$ cat src/rtl/csa_pkg.sv
// Shared constants for the conversion slot arbiter: register indices,
// field positions, reset values and the sequencing states.
// Assumes a 32-bit AXI4-Lite register bus with one register per aligned word.
package csa_pkg;

  localparam int          NUM_SLOTS       = 16;
  localparam int          SLOT_W          = 4;
  localparam int          PTR_W           = 5;

  // Round-robin pointer codes
  localparam logic [4:0]  PTR_NONE        = 5'h10;
  localparam logic [4:0]  PTR_LAST_SLOT   = 5'h0F;

  // Cutoff codes
  localparam logic [4:0]  CUTOFF_RESET    = 5'h00;
  localparam logic [4:0]  CUTOFF_ALL_HP   = 5'h10;

  // Register indices; byte address is four times the index
  localparam logic [7:0]  IDX_CONTROL     = 8'h00;
  localparam logic [7:0]  IDX_PENDING     = 8'h01;
  localparam logic [7:0]  IDX_OVERRUN     = 8'h02;
  localparam logic [7:0]  IDX_STATUS      = 8'h03;
  localparam logic [7:0]  IDX_PRI_CTL     = 8'h09;
  localparam logic [7:0]  IDX_FORCE       = 8'h0D;

  // Field positions
  localparam int          CTL_SRST_BIT    = 0;
  localparam int          PRI_CUTOFF_LSB  = 0;
  localparam int          PRI_PTR_LSB     = 5;
  localparam int          STAT_BUSY_BIT   = 0;
  localparam int          STAT_SLOT_LSB   = 4;

  // Bus answers
  localparam logic [1:0]  RESP_OKAY       = 2'h0;
  localparam logic [1:0]  RESP_SLVERR     = 2'h2;

  localparam logic [15:0] FLAGS_RESET     = 16'h0000;

  // Conversion sequencing, Gray along idle -> busy -> idle
  typedef enum logic [1:0] {
    CSA_IDLE = 2'b00,
    CSA_BUSY = 2'b01
  } csa_state_e;

endpackage

$ cat src/rtl/csa_arbiter.sv
// Combinational slot selection: fixed-priority group below the cutoff,
// round-robin group from the cutoff upward.
// Assumes pending flags, cutoff and pointer come from registers on aclk.
`timescale 1ns/100ps

module csa_arbiter #(
  parameter int NUM_SLOTS = 16
) (
  input  wire logic [NUM_SLOTS-1:0] pending,
  input  wire logic [4:0]           cutoff,
  input  wire logic [4:0]           rr_pointer,
  output logic                      grant_valid,
  output logic [3:0]                grant_slot,
  output logic                      grant_is_rr
);

  initial begin
    if (NUM_SLOTS != 16) begin
      $error("csa_arbiter serves exactly sixteen slots");
    end
  end

  // Values above the all-high code are illegal; treat them as all-high
  function automatic logic [4:0] clip_cutoff(input logic [4:0] c);
    clip_cutoff = (c > csa_pkg::CUTOFF_ALL_HP) ? csa_pkg::CUTOFF_ALL_HP : c;
  endfunction

  // Slot after the pointer; 0Fh and the no-slot code both restart at 0
  function automatic logic [3:0] rr_start(input logic [4:0] p);
    rr_start = (p >= csa_pkg::PTR_LAST_SLOT) ? 4'h0 : 4'(p + 5'h01);
  endfunction

  logic [4:0]           cut;
  logic [NUM_SLOTS-1:0] hp_req;
  logic [NUM_SLOTS-1:0] rr_req;
  logic [3:0]           start;
  logic [3:0]           idx;
  logic                 hp_found;
  logic                 rr_found;
  logic [3:0]           hp_slot;
  logic [3:0]           rr_slot;

  always_comb begin
    cut      = clip_cutoff(cutoff);
    start    = rr_start(rr_pointer);
    hp_found = 1'b0;
    rr_found = 1'b0;
    hp_slot  = 4'h0;
    rr_slot  = 4'h0;
    idx      = 4'h0;
    for (int i = 0; i < NUM_SLOTS; i++) begin
      hp_req[i] = pending[i] && (5'(i) < cut);
      rr_req[i] = pending[i] && (5'(i) >= cut);
    end
    // Lowest-numbered high-priority slot first
    for (int i = NUM_SLOTS - 1; i >= 0; i--) begin
      if (hp_req[i]) begin
        hp_found = 1'b1;
        hp_slot  = 4'(i);
      end
    end
    // Upward search from the slot after the pointer, wrapping at 15
    for (int i = NUM_SLOTS - 1; i >= 0; i--) begin
      idx = 4'(start + 4'(i));
      if (rr_req[idx]) begin
        rr_found = 1'b1;
        rr_slot  = idx;
      end
    end
    grant_valid = hp_found || rr_found;
    grant_is_rr = !hp_found && rr_found;
    grant_slot  = hp_found ? hp_slot : rr_slot;
  end

endmodule

$ cat src/rtl/csa_top.sv
// Conversion slot arbiter with AXI4-Lite register access.
// Assumes slot triggers and conversion-done arrive from logic on aclk,
// and that the converter asserts conv_done once per started conversion.
//
// The AXI4-Lite interface to the registers is this design's own decision.
`timescale 1ns/100ps

module csa_top #(
  parameter int ADDR_W = 8
) (
  input  wire logic              aclk,
  input  wire logic              aresetn,
  // AXI4-Lite slave
  input  wire logic [ADDR_W-1:0] s_axi_awaddr,
  input  wire logic [2:0]        s_axi_awprot,
  input  wire logic              s_axi_awvalid,
  output logic                   s_axi_awready,
  input  wire logic [31:0]       s_axi_wdata,
  input  wire logic [3:0]        s_axi_wstrb,
  input  wire logic              s_axi_wvalid,
  output logic                   s_axi_wready,
  output logic [1:0]             s_axi_bresp,
  output logic                   s_axi_bvalid,
  input  wire logic              s_axi_bready,
  input  wire logic [ADDR_W-1:0] s_axi_araddr,
  input  wire logic [2:0]        s_axi_arprot,
  input  wire logic              s_axi_arvalid,
  output logic                   s_axi_arready,
  output logic [31:0]            s_axi_rdata,
  output logic [1:0]             s_axi_rresp,
  output logic                   s_axi_rvalid,
  input  wire logic              s_axi_rready,
  // Converter side
  input  wire logic [15:0]       slot_trigger,
  input  wire logic              conv_done,
  output logic                   conv_start,
  output logic [3:0]             conv_slot,
  output logic                   conv_busy
);

  initial begin
    if (ADDR_W < 8 || ADDR_W > 32) begin
      $error("csa_top needs an address width from 8 to 32");
    end
  end

  // Word index of a byte address; low two bits ignored
  function automatic logic [7:0] word_index(input logic [ADDR_W-1:0] a);
    logic [31:0] wide;
    wide       = 32'(a);
    word_index = wide[9:2];
  endfunction

  function automatic logic upper_zero(input logic [ADDR_W-1:0] a);
    upper_zero = (ADDR_W <= 10) ? 1'b1 : ((a >> 10) == '0);
  endfunction

  // Bus state
  logic              aw_hold;
  logic              w_hold;
  logic [ADDR_W-1:0] aw_addr;
  logic [31:0]       w_data;
  logic [3:0]        w_strb;
  logic              next_aw_hold;
  logic              next_w_hold;
  logic [ADDR_W-1:0] next_aw_addr;
  logic [31:0]       next_w_data;
  logic [3:0]        next_w_strb;
  logic              next_awready;
  logic              next_wready;
  logic              next_bvalid;
  logic [1:0]        next_bresp;
  logic              next_arready;
  logic              next_rvalid;
  logic [31:0]       next_rdata;
  logic [1:0]        next_rresp;

  // Core state
  logic [15:0]         slot_pending_flags;
  logic [15:0]         slot_overrun_flags;
  logic [4:0]          priority_cutoff;
  logic [4:0]          active_cutoff;
  logic [4:0]          last_rr_slot_pointer;
  logic                pri_update_pending;
  csa_pkg::csa_state_e state;
  logic [15:0]         next_pending;
  logic [15:0]         next_overrun;
  logic [4:0]          next_cutoff;
  logic [4:0]          next_active_cutoff;
  logic [4:0]          next_pointer;
  logic                next_pri_update;
  csa_pkg::csa_state_e next_state;
  logic                next_conv_start;
  logic [3:0]          next_conv_slot;
  logic                next_conv_busy;

  // Decoded write effects
  logic        wr_go;
  logic [7:0]  wr_idx;
  logic        wr_mapped;
  logic        module_soft_reset;
  logic        pri_write;
  logic [15:0] force_set;
  logic [15:0] overrun_clr;
  logic [7:0]  rd_idx;

  // Arbitration
  logic        grant_valid;
  logic [3:0]  grant_slot;
  logic        grant_is_rr;
  logic        start;
  logic [15:0] hw_clear;
  logic [15:0] overrun_set;

  csa_arbiter #(
    .NUM_SLOTS (csa_pkg::NUM_SLOTS)
  ) u_arbiter (
    .pending     (slot_pending_flags),
    .cutoff      (active_cutoff),
    .rr_pointer  (last_rr_slot_pointer),
    .grant_valid (grant_valid),
    .grant_slot  (grant_slot),
    .grant_is_rr (grant_is_rr)
  );

  // Write path: address and data taken in either order, executed together
  always_comb begin
    wr_go        = aw_hold && w_hold && !s_axi_bvalid;
    wr_idx       = word_index(aw_addr);
    wr_mapped    = upper_zero(aw_addr) &&
                   (wr_idx == csa_pkg::IDX_CONTROL || wr_idx == csa_pkg::IDX_PENDING ||
                    wr_idx == csa_pkg::IDX_OVERRUN || wr_idx == csa_pkg::IDX_STATUS ||
                    wr_idx == csa_pkg::IDX_PRI_CTL || wr_idx == csa_pkg::IDX_FORCE);
    next_aw_hold = (aw_hold && !wr_go) || (s_axi_awvalid && s_axi_awready);
    next_w_hold  = (w_hold && !wr_go) || (s_axi_wvalid && s_axi_wready);
    next_aw_addr = (s_axi_awvalid && s_axi_awready) ? s_axi_awaddr : aw_addr;
    next_w_data  = (s_axi_wvalid && s_axi_wready) ? s_axi_wdata : w_data;
    next_w_strb  = (s_axi_wvalid && s_axi_wready) ? s_axi_wstrb : w_strb;
    next_bvalid  = (s_axi_bvalid && !s_axi_bready) || wr_go;
    next_bresp   = wr_go ? (wr_mapped ? csa_pkg::RESP_OKAY : csa_pkg::RESP_SLVERR)
                         : s_axi_bresp;
    // No new address or data until the response has been taken
    next_awready = !next_aw_hold && !next_bvalid;
    next_wready  = !next_w_hold && !next_bvalid;

    module_soft_reset = wr_go && upper_zero(aw_addr) && wr_idx == csa_pkg::IDX_CONTROL &&
                        w_strb[0] && w_data[csa_pkg::CTL_SRST_BIT];
    // Any write to the priority register counts, whatever the lanes
    pri_write = wr_go && upper_zero(aw_addr) && wr_idx == csa_pkg::IDX_PRI_CTL;
    force_set = '0;
    overrun_clr = '0;
    if (wr_go && upper_zero(aw_addr) && wr_idx == csa_pkg::IDX_FORCE) begin
      force_set = {w_strb[1] ? w_data[15:8] : 8'h00,
                   w_strb[0] ? w_data[7:0] : 8'h00};
    end
    if (wr_go && upper_zero(aw_addr) && wr_idx == csa_pkg::IDX_OVERRUN) begin
      overrun_clr = {w_strb[1] ? w_data[15:8] : 8'h00,
                     w_strb[0] ? w_data[7:0] : 8'h00};
    end
  end

  // Read path: one read at a time, data captured when the address is taken
  always_comb begin
    rd_idx       = word_index(s_axi_araddr);
    next_rvalid  = (s_axi_rvalid && !s_axi_rready) || (s_axi_arvalid && s_axi_arready);
    next_arready = !next_rvalid;
    next_rdata   = s_axi_rdata;
    next_rresp   = s_axi_rresp;
    if (s_axi_arvalid && s_axi_arready) begin
      next_rdata = 32'h0000_0000;
      next_rresp = csa_pkg::RESP_OKAY;
      if (!upper_zero(s_axi_araddr)) begin
        next_rresp = csa_pkg::RESP_SLVERR;
      end else begin
        unique case (rd_idx)
          csa_pkg::IDX_CONTROL: next_rdata = 32'h0000_0000;
          csa_pkg::IDX_PENDING: next_rdata = {16'h0000, slot_pending_flags};
          csa_pkg::IDX_OVERRUN: next_rdata = {16'h0000, slot_overrun_flags};
          csa_pkg::IDX_STATUS: begin
            next_rdata[csa_pkg::STAT_BUSY_BIT]               = conv_busy;
            next_rdata[csa_pkg::STAT_SLOT_LSB +: 4]          = conv_slot;
          end
          csa_pkg::IDX_PRI_CTL: begin
            next_rdata[csa_pkg::PRI_CUTOFF_LSB +: 5] = priority_cutoff;
            next_rdata[csa_pkg::PRI_PTR_LSB +: 5]    = last_rr_slot_pointer;
          end
          csa_pkg::IDX_FORCE: next_rdata = 32'h0000_0000;
          default: next_rresp = csa_pkg::RESP_SLVERR;
        endcase
      end
    end
  end

  // Arbitration, pending and overrun flags, pointer and sequencing
  always_comb begin
    // Grants wait while a priority update is queued
    start       = (state == csa_pkg::CSA_IDLE) && grant_valid && !pri_update_pending;
    hw_clear    = start ? (16'h0001 << grant_slot) : 16'h0000;
    // A trigger on an already pending, not-now-cleared flag is an overrun;
    // forces never touch overrun
    overrun_set = slot_trigger & slot_pending_flags & ~hw_clear;
    // Sets win over the grant's clear
    next_pending = (slot_pending_flags & ~hw_clear) | slot_trigger | force_set;
    next_overrun = (slot_overrun_flags & ~overrun_clr) | overrun_set;

    next_cutoff = priority_cutoff;
    if (pri_write && w_strb[0]) begin
      next_cutoff = w_data[csa_pkg::PRI_CUTOFF_LSB +: 5];
    end
    next_pri_update    = pri_update_pending || pri_write;
    next_active_cutoff = active_cutoff;
    next_pointer       = last_rr_slot_pointer;
    if (start && grant_is_rr) begin
      next_pointer = 5'(grant_slot);
    end
    // Queued update lands only when no conversion is running
    if (pri_update_pending && state == csa_pkg::CSA_IDLE) begin
      next_active_cutoff = priority_cutoff;
      next_pointer       = csa_pkg::PTR_NONE;
      next_pri_update    = pri_write;
    end

    next_state      = state;
    next_conv_start = 1'b0;
    next_conv_slot  = conv_slot;
    unique case (state)
      csa_pkg::CSA_IDLE: begin
        if (start) begin
          next_state      = csa_pkg::CSA_BUSY;
          next_conv_start = 1'b1;
          next_conv_slot  = grant_slot;
        end
      end
      csa_pkg::CSA_BUSY: begin
        if (conv_done) begin
          next_state = csa_pkg::CSA_IDLE;
        end
      end
    endcase
    next_conv_busy = (next_state == csa_pkg::CSA_BUSY);

    // Soft reset clears the arbitration state but not the bus
    if (module_soft_reset) begin
      next_pending       = csa_pkg::FLAGS_RESET;
      next_overrun       = csa_pkg::FLAGS_RESET;
      next_cutoff        = csa_pkg::CUTOFF_RESET;
      next_active_cutoff = csa_pkg::CUTOFF_RESET;
      next_pointer       = csa_pkg::PTR_NONE;
      next_pri_update    = 1'b0;
      next_state         = csa_pkg::CSA_IDLE;
      next_conv_start    = 1'b0;
      next_conv_slot     = 4'h0;
      next_conv_busy     = 1'b0;
    end
  end

  always_ff @(posedge aclk) begin
    if (!aresetn) begin
      aw_hold       <= 1'b0;
      w_hold        <= 1'b0;
      aw_addr       <= '0;
      w_data        <= 32'h0000_0000;
      w_strb        <= 4'h0;
      s_axi_awready <= 1'b0;
      s_axi_wready  <= 1'b0;
      s_axi_bvalid  <= 1'b0;
      s_axi_bresp   <= csa_pkg::RESP_OKAY;
      s_axi_arready <= 1'b0;
      s_axi_rvalid  <= 1'b0;
      s_axi_rdata   <= 32'h0000_0000;
      s_axi_rresp   <= csa_pkg::RESP_OKAY;
    end else begin
      aw_hold       <= next_aw_hold;
      w_hold        <= next_w_hold;
      aw_addr       <= next_aw_addr;
      w_data        <= next_w_data;
      w_strb        <= next_w_strb;
      s_axi_awready <= next_awready;
      s_axi_wready  <= next_wready;
      s_axi_bvalid  <= next_bvalid;
      s_axi_bresp   <= next_bresp;
      s_axi_arready <= next_arready;
      s_axi_rvalid  <= next_rvalid;
      s_axi_rdata   <= next_rdata;
      s_axi_rresp   <= next_rresp;
    end
  end

  always_ff @(posedge aclk) begin
    if (!aresetn) begin
      slot_pending_flags   <= csa_pkg::FLAGS_RESET;
      slot_overrun_flags   <= csa_pkg::FLAGS_RESET;
      priority_cutoff      <= csa_pkg::CUTOFF_RESET;
      active_cutoff        <= csa_pkg::CUTOFF_RESET;
      last_rr_slot_pointer <= csa_pkg::PTR_NONE;
      pri_update_pending   <= 1'b0;
      state                <= csa_pkg::CSA_IDLE;
      conv_start           <= 1'b0;
      conv_slot            <= 4'h0;
      conv_busy            <= 1'b0;
    end else begin
      slot_pending_flags   <= next_pending;
      slot_overrun_flags   <= next_overrun;
      priority_cutoff      <= next_cutoff;
      active_cutoff        <= next_active_cutoff;
      last_rr_slot_pointer <= next_pointer;
      pri_update_pending   <= next_pri_update;
      state                <= next_state;
      conv_start           <= next_conv_start;
      conv_slot            <= next_conv_slot;
      conv_busy            <= next_conv_busy;
    end
  end

endmodule

$ cat config.mk
export PLATFORM = sky130hd
export DESIGN_NAME = csa_top
export DESIGN_NICKNAME = d
export VERILOG_FILES = /design/src/rtl/csa_pkg.sv /design/src/rtl/csa_arbiter.sv /design/src/rtl/csa_top.sv
export SDC_FILE = /design/constraint.sdc
export NUM_CORES = 1
export LEC_CHECK = 0
export BUFFER_PORTS_ARGS = -buffer_cell sky130_fd_sc_hd__buf_2
export CORE_MARGIN = 2
export CORE_UTILIZATION = 35
export DETAILED_ROUTE_END_ITERATION = 7
export GPL_ROUTABILITY_DRIVEN = 0
export PLACE_DENSITY = 0.51
export SYNTH_ARGS = -nofsm -noshare
export SYNTH_HDL_FRONTEND = slang
export SYNTH_SLANG_ARGS = --single-unit
$ cat constraint.sdc
create_clock -name aclk -period 6.9 [get_ports aclk]
set_input_delay 0.345 -clock aclk [delete_from_list [all_inputs] [get_ports aclk]]
set_output_delay 0.345 -clock aclk [all_outputs]
set_load 0.02 [all_outputs]
==> results.py <==
metrics = {
    "clocking": {
        "post_cts_buffers": 0,
        "cts_tree": "built",
        "htree_levels": 3,
        "cts.sinks": 105,
        "path_clk_slew_ps": 70,
        "clk_path_buf_depth": 2,
        "postCtsHoldBufs": 0,
        "cts_root_buf": "clkbuf_16",
        "post_cts_resized": 0,
        "numCtsBuffers": 9,
        "insertion_delay_ps": 350,
    },
    "final_layout": {
        "num_antenna_cells": 0,
        "syn_to_final_growth_pct": 10.12,
        "final_cell_count_no_fill": 1360,
        "final_common_cell": "nand2_1",
        "drive_above_1_share": 0.1758,
        "finish.utilization": 0.3920,
        "final_cell_mix": "nand2_1, dfxtp_1, buf_2, nor2_1, nand3_1",
        "finalInstanceArea_sq_um": 8847,
        "nets": 1159,
    },
    "placed_design": {
        "place_hpwl_um": 20720,
        "post-place-ws_ps": 1290,
        "dpl-instance-area_sq_um": 8554,
        "numPortBuffers": 82,
        "dp_cells": 1344,
    },
    "sta": {
        "max_slew_margin": 0.2676,
        "finalMaxSlewViolations": 0,
        "rsz0062_at_grt": "false",
        "tightest_slew_ps": 1096,
        "skew_ps": 11.42,
        "period_needed_ps": 5715,
        "max_freq_mhz": 175.0,
        "finalSetupViolCount": 0,
        "hold_violations": 0,
        "layout_setup_ws_ps": 1185,
        "setup_tns_ps": 0,
        "finalCritPeriodShare": 0.8282,
        "whs_ps": 242.0,
    },
    "grt": {
        "grt.overflow.total": 0,
        "groute.usage.overall": 0.2214,
        "grt_max_degree": 51,
        "grt_pass1_vias": 7452,
        "grt_first_pass_wirelength_um": 42520,
        "antenna_found_initial": 0,
    },
    "synth": {
        "synth-seq-cells": 105,
        "avgSynthCellArea_sq_um": 7.792,
        "ys_types": 96,
        "synth_cells": 1031,
        "async_flop_share": 0,
        "synth_area_sq_um": 8034,
        "synthFlopType": "dfxtp_1",
        "synth_edf_count": 0,
        "synth_warnings": 0,
        "ys_seq_area_frac": 0.2616,
    },
    "worst_setup_path": {
        "cp.arrival_ps": 5960,
        "end_kind": "flop",
        "worstPathCellList": "ha_1, a21o_1, a311o_1, inv_2, ha_1, inv_2, nor2_1, a22o_1, mux2i_1, o21ai_0, mux2_2, a311o_1, a31o_1, a21oi_4, and3_1, nand3_1, a41o_1",
        "worstRegToRegCells": 17,
        "max_stage_delay_ps": 480,
        "start_kind": "flop",
        "crit_required_ps": 7140,
        "critPathKind": "reg -> reg",
        "path_max_fanout": 18,
        "slowest_stage": "mux2i_1",
    },
    "worst_hold_path": {
        "min_delay_path_depth": 3,
        "min_path_type": "in -> reg",
    },
    "pwr": {
        "switchingPower_mw": 1.614,
        "p_per_area_nw_per_um2": 368.6,
        "p_int_mw": 1.646,
        "power_mw": 3.261,
        "p_comb_frac": 0.610,
        "switching_share": 0.4951,
        "pwr-share-clk": 0.152,
        "vdd_drop_max_v": 0.0001728,
        "seq_power_share": 0.238,
        "p_leak_nw": 3.360,
    },
    "die": {
        "die_w_um": 155.5,
        "io_pins": 129,
        "coreArea_sq_um": 22570,
        "die_area_sq_um": 24180,
        "start_util": 0.3559,
        "fp.dieH_um": 155.5,
        "num_rows": 55,
    },
    "drt": {
        "drt_first_iter_violations": 482,
        "vias": 8038,
        "drc": 0,
        "vias_per_cell": 5.910,
        "wire_per_inst_um": 19.92,
        "drtAntennaViolNets": 0,
        "firstDrtPassIters": 5,
        "wl_um": 27090,
    },
    "job": {
        "max_cap_violations": 0,
    },
    "outcome": {
        "status": "completed",
    },
}
[path summary, 6_finish.rpt]
check                          start  slack, ps               endpoint
max          last_rr_slot_pointer[1]       1190  slot_overrun_flags[4]
min reg2reg                  aw_hold        450          s_axi_awready
max reg2reg  last_rr_slot_pointer[1]       1190  slot_overrun_flags[4]
min                   s_axi_wdata[8]        240              w_data[8]
[state kept, by name, indices dropped and copies added (netlist names), 2 cells and up]
signal,count
s_axi_rdata,16
state,2
w_strb,2
conv_slot,4
w_data,16
active_cutoff,5
slot_pending_flags,16
priority_cutoff,5
last_rr_slot_pointer,5
slot_overrun_flags,16
aw_addr,6
[Yosys cell counts (10+ instances only)]
cell | number | area [sq um]
a22oi_1 | 27 | 202.7
a21oi_1 | 51 | 255.2
a21boi_0 | 31 | 232.7
o21ai_0 | 50 | 250.2
buf_2 | 15 | 75.07
a31oi_1 | 11 | 68.82
mux2i_1 | 26 | 260.3
nor2_1 | 75 | 281.5
inv_1 | 20 | 75.07
and2_1 | 11 | 68.82
nand3_1 | 53 | 265.3
nor3b_1 | 14 | 105.1
mux2_2 | 10 | 112.6
dfxtp_1 | 105 | 2102
nand2_1 | 134 | 503.0
nand4_1 | 10 | 62.56
o22ai_1 | 18 | 112.6
o211ai_1 | 19 | 142.6
a211oi_1 | 18 | 135.1
and3_1 | 12 | 75.07
nor3_1 | 22 | 110.1
nand2b_1 | 14 | 87.58
clkbuf_1 | 42 | 157.7
buf_4 | 19 | 142.6
nor2b_1 | 17 | 106.4
[power groups by stage]
stage          clock [mW]  combinational (mW)  sequential (mW)
2_1_floorplan           0                1.48            0.748
3_3_place_gp            0                1.95            0.787
3_5_place_dp            0                1.95            0.789
4_1_cts             0.511                1.96            0.775
5_1_grt             0.533                2.14            0.787
6_report            0.496                1.99            0.775
[worst max-delay path, delay by kind of cell, from the launching register on]
kind | cells | cell delay [ps]
AND/OR/NAND/NOR | 3 | 530
multiplexers | 2 | 850
flip-flops | 1 | 410
adder cells (fa/ha/maj) | 2 | 770
AO/OA/AOI/OAI | 8 | 2430
buffers and inverters | 2 | 600
[routing by layer]
layer  global-route usage  part of all wire  vias to the layer above  wire length, um
met1               0.3028              0.45                     3791            12300
met2               0.3635              0.47                      271            12610
li1                     -                 -                     3919                -
met4              0.07689             0.031                        0              841
met5                    0                 0                        -                0
met3              0.02312             0.049                       57             1333
[layout make-up]
type | instances | area [sq um]
Clock buffer | 11 | 242.7
Multi-Input combinational cell | 829 | 5453
Tap cell | 285 | 356.6
Timing Repair Buffer | 101 | 553.0
Clock inverter | 5 | 50.05
Sequential cell | 105 | 2102
Inverter | 24 | 90.09
Fill cell | 2417 | 13720
[logic make-up (layout without fill, tap and decap cells)]
group,count (synthesis),in the layout,share of synthesized area
AO/OA/AOI/OAI,340,340,0.3135
XOR/XNOR,3,3,0.004206
adder cells (fa/ha/maj),7,7,0.01090
buffers and inverters,114,141,0.07008
flip-flops,105,105,0.2616
multiplexers,46,46,0.07335
other,1,18,0.0004668
AND/OR/NAND/NOR,415,415,0.2658
No activity file was read; power rests on OpenSTA's default activity.
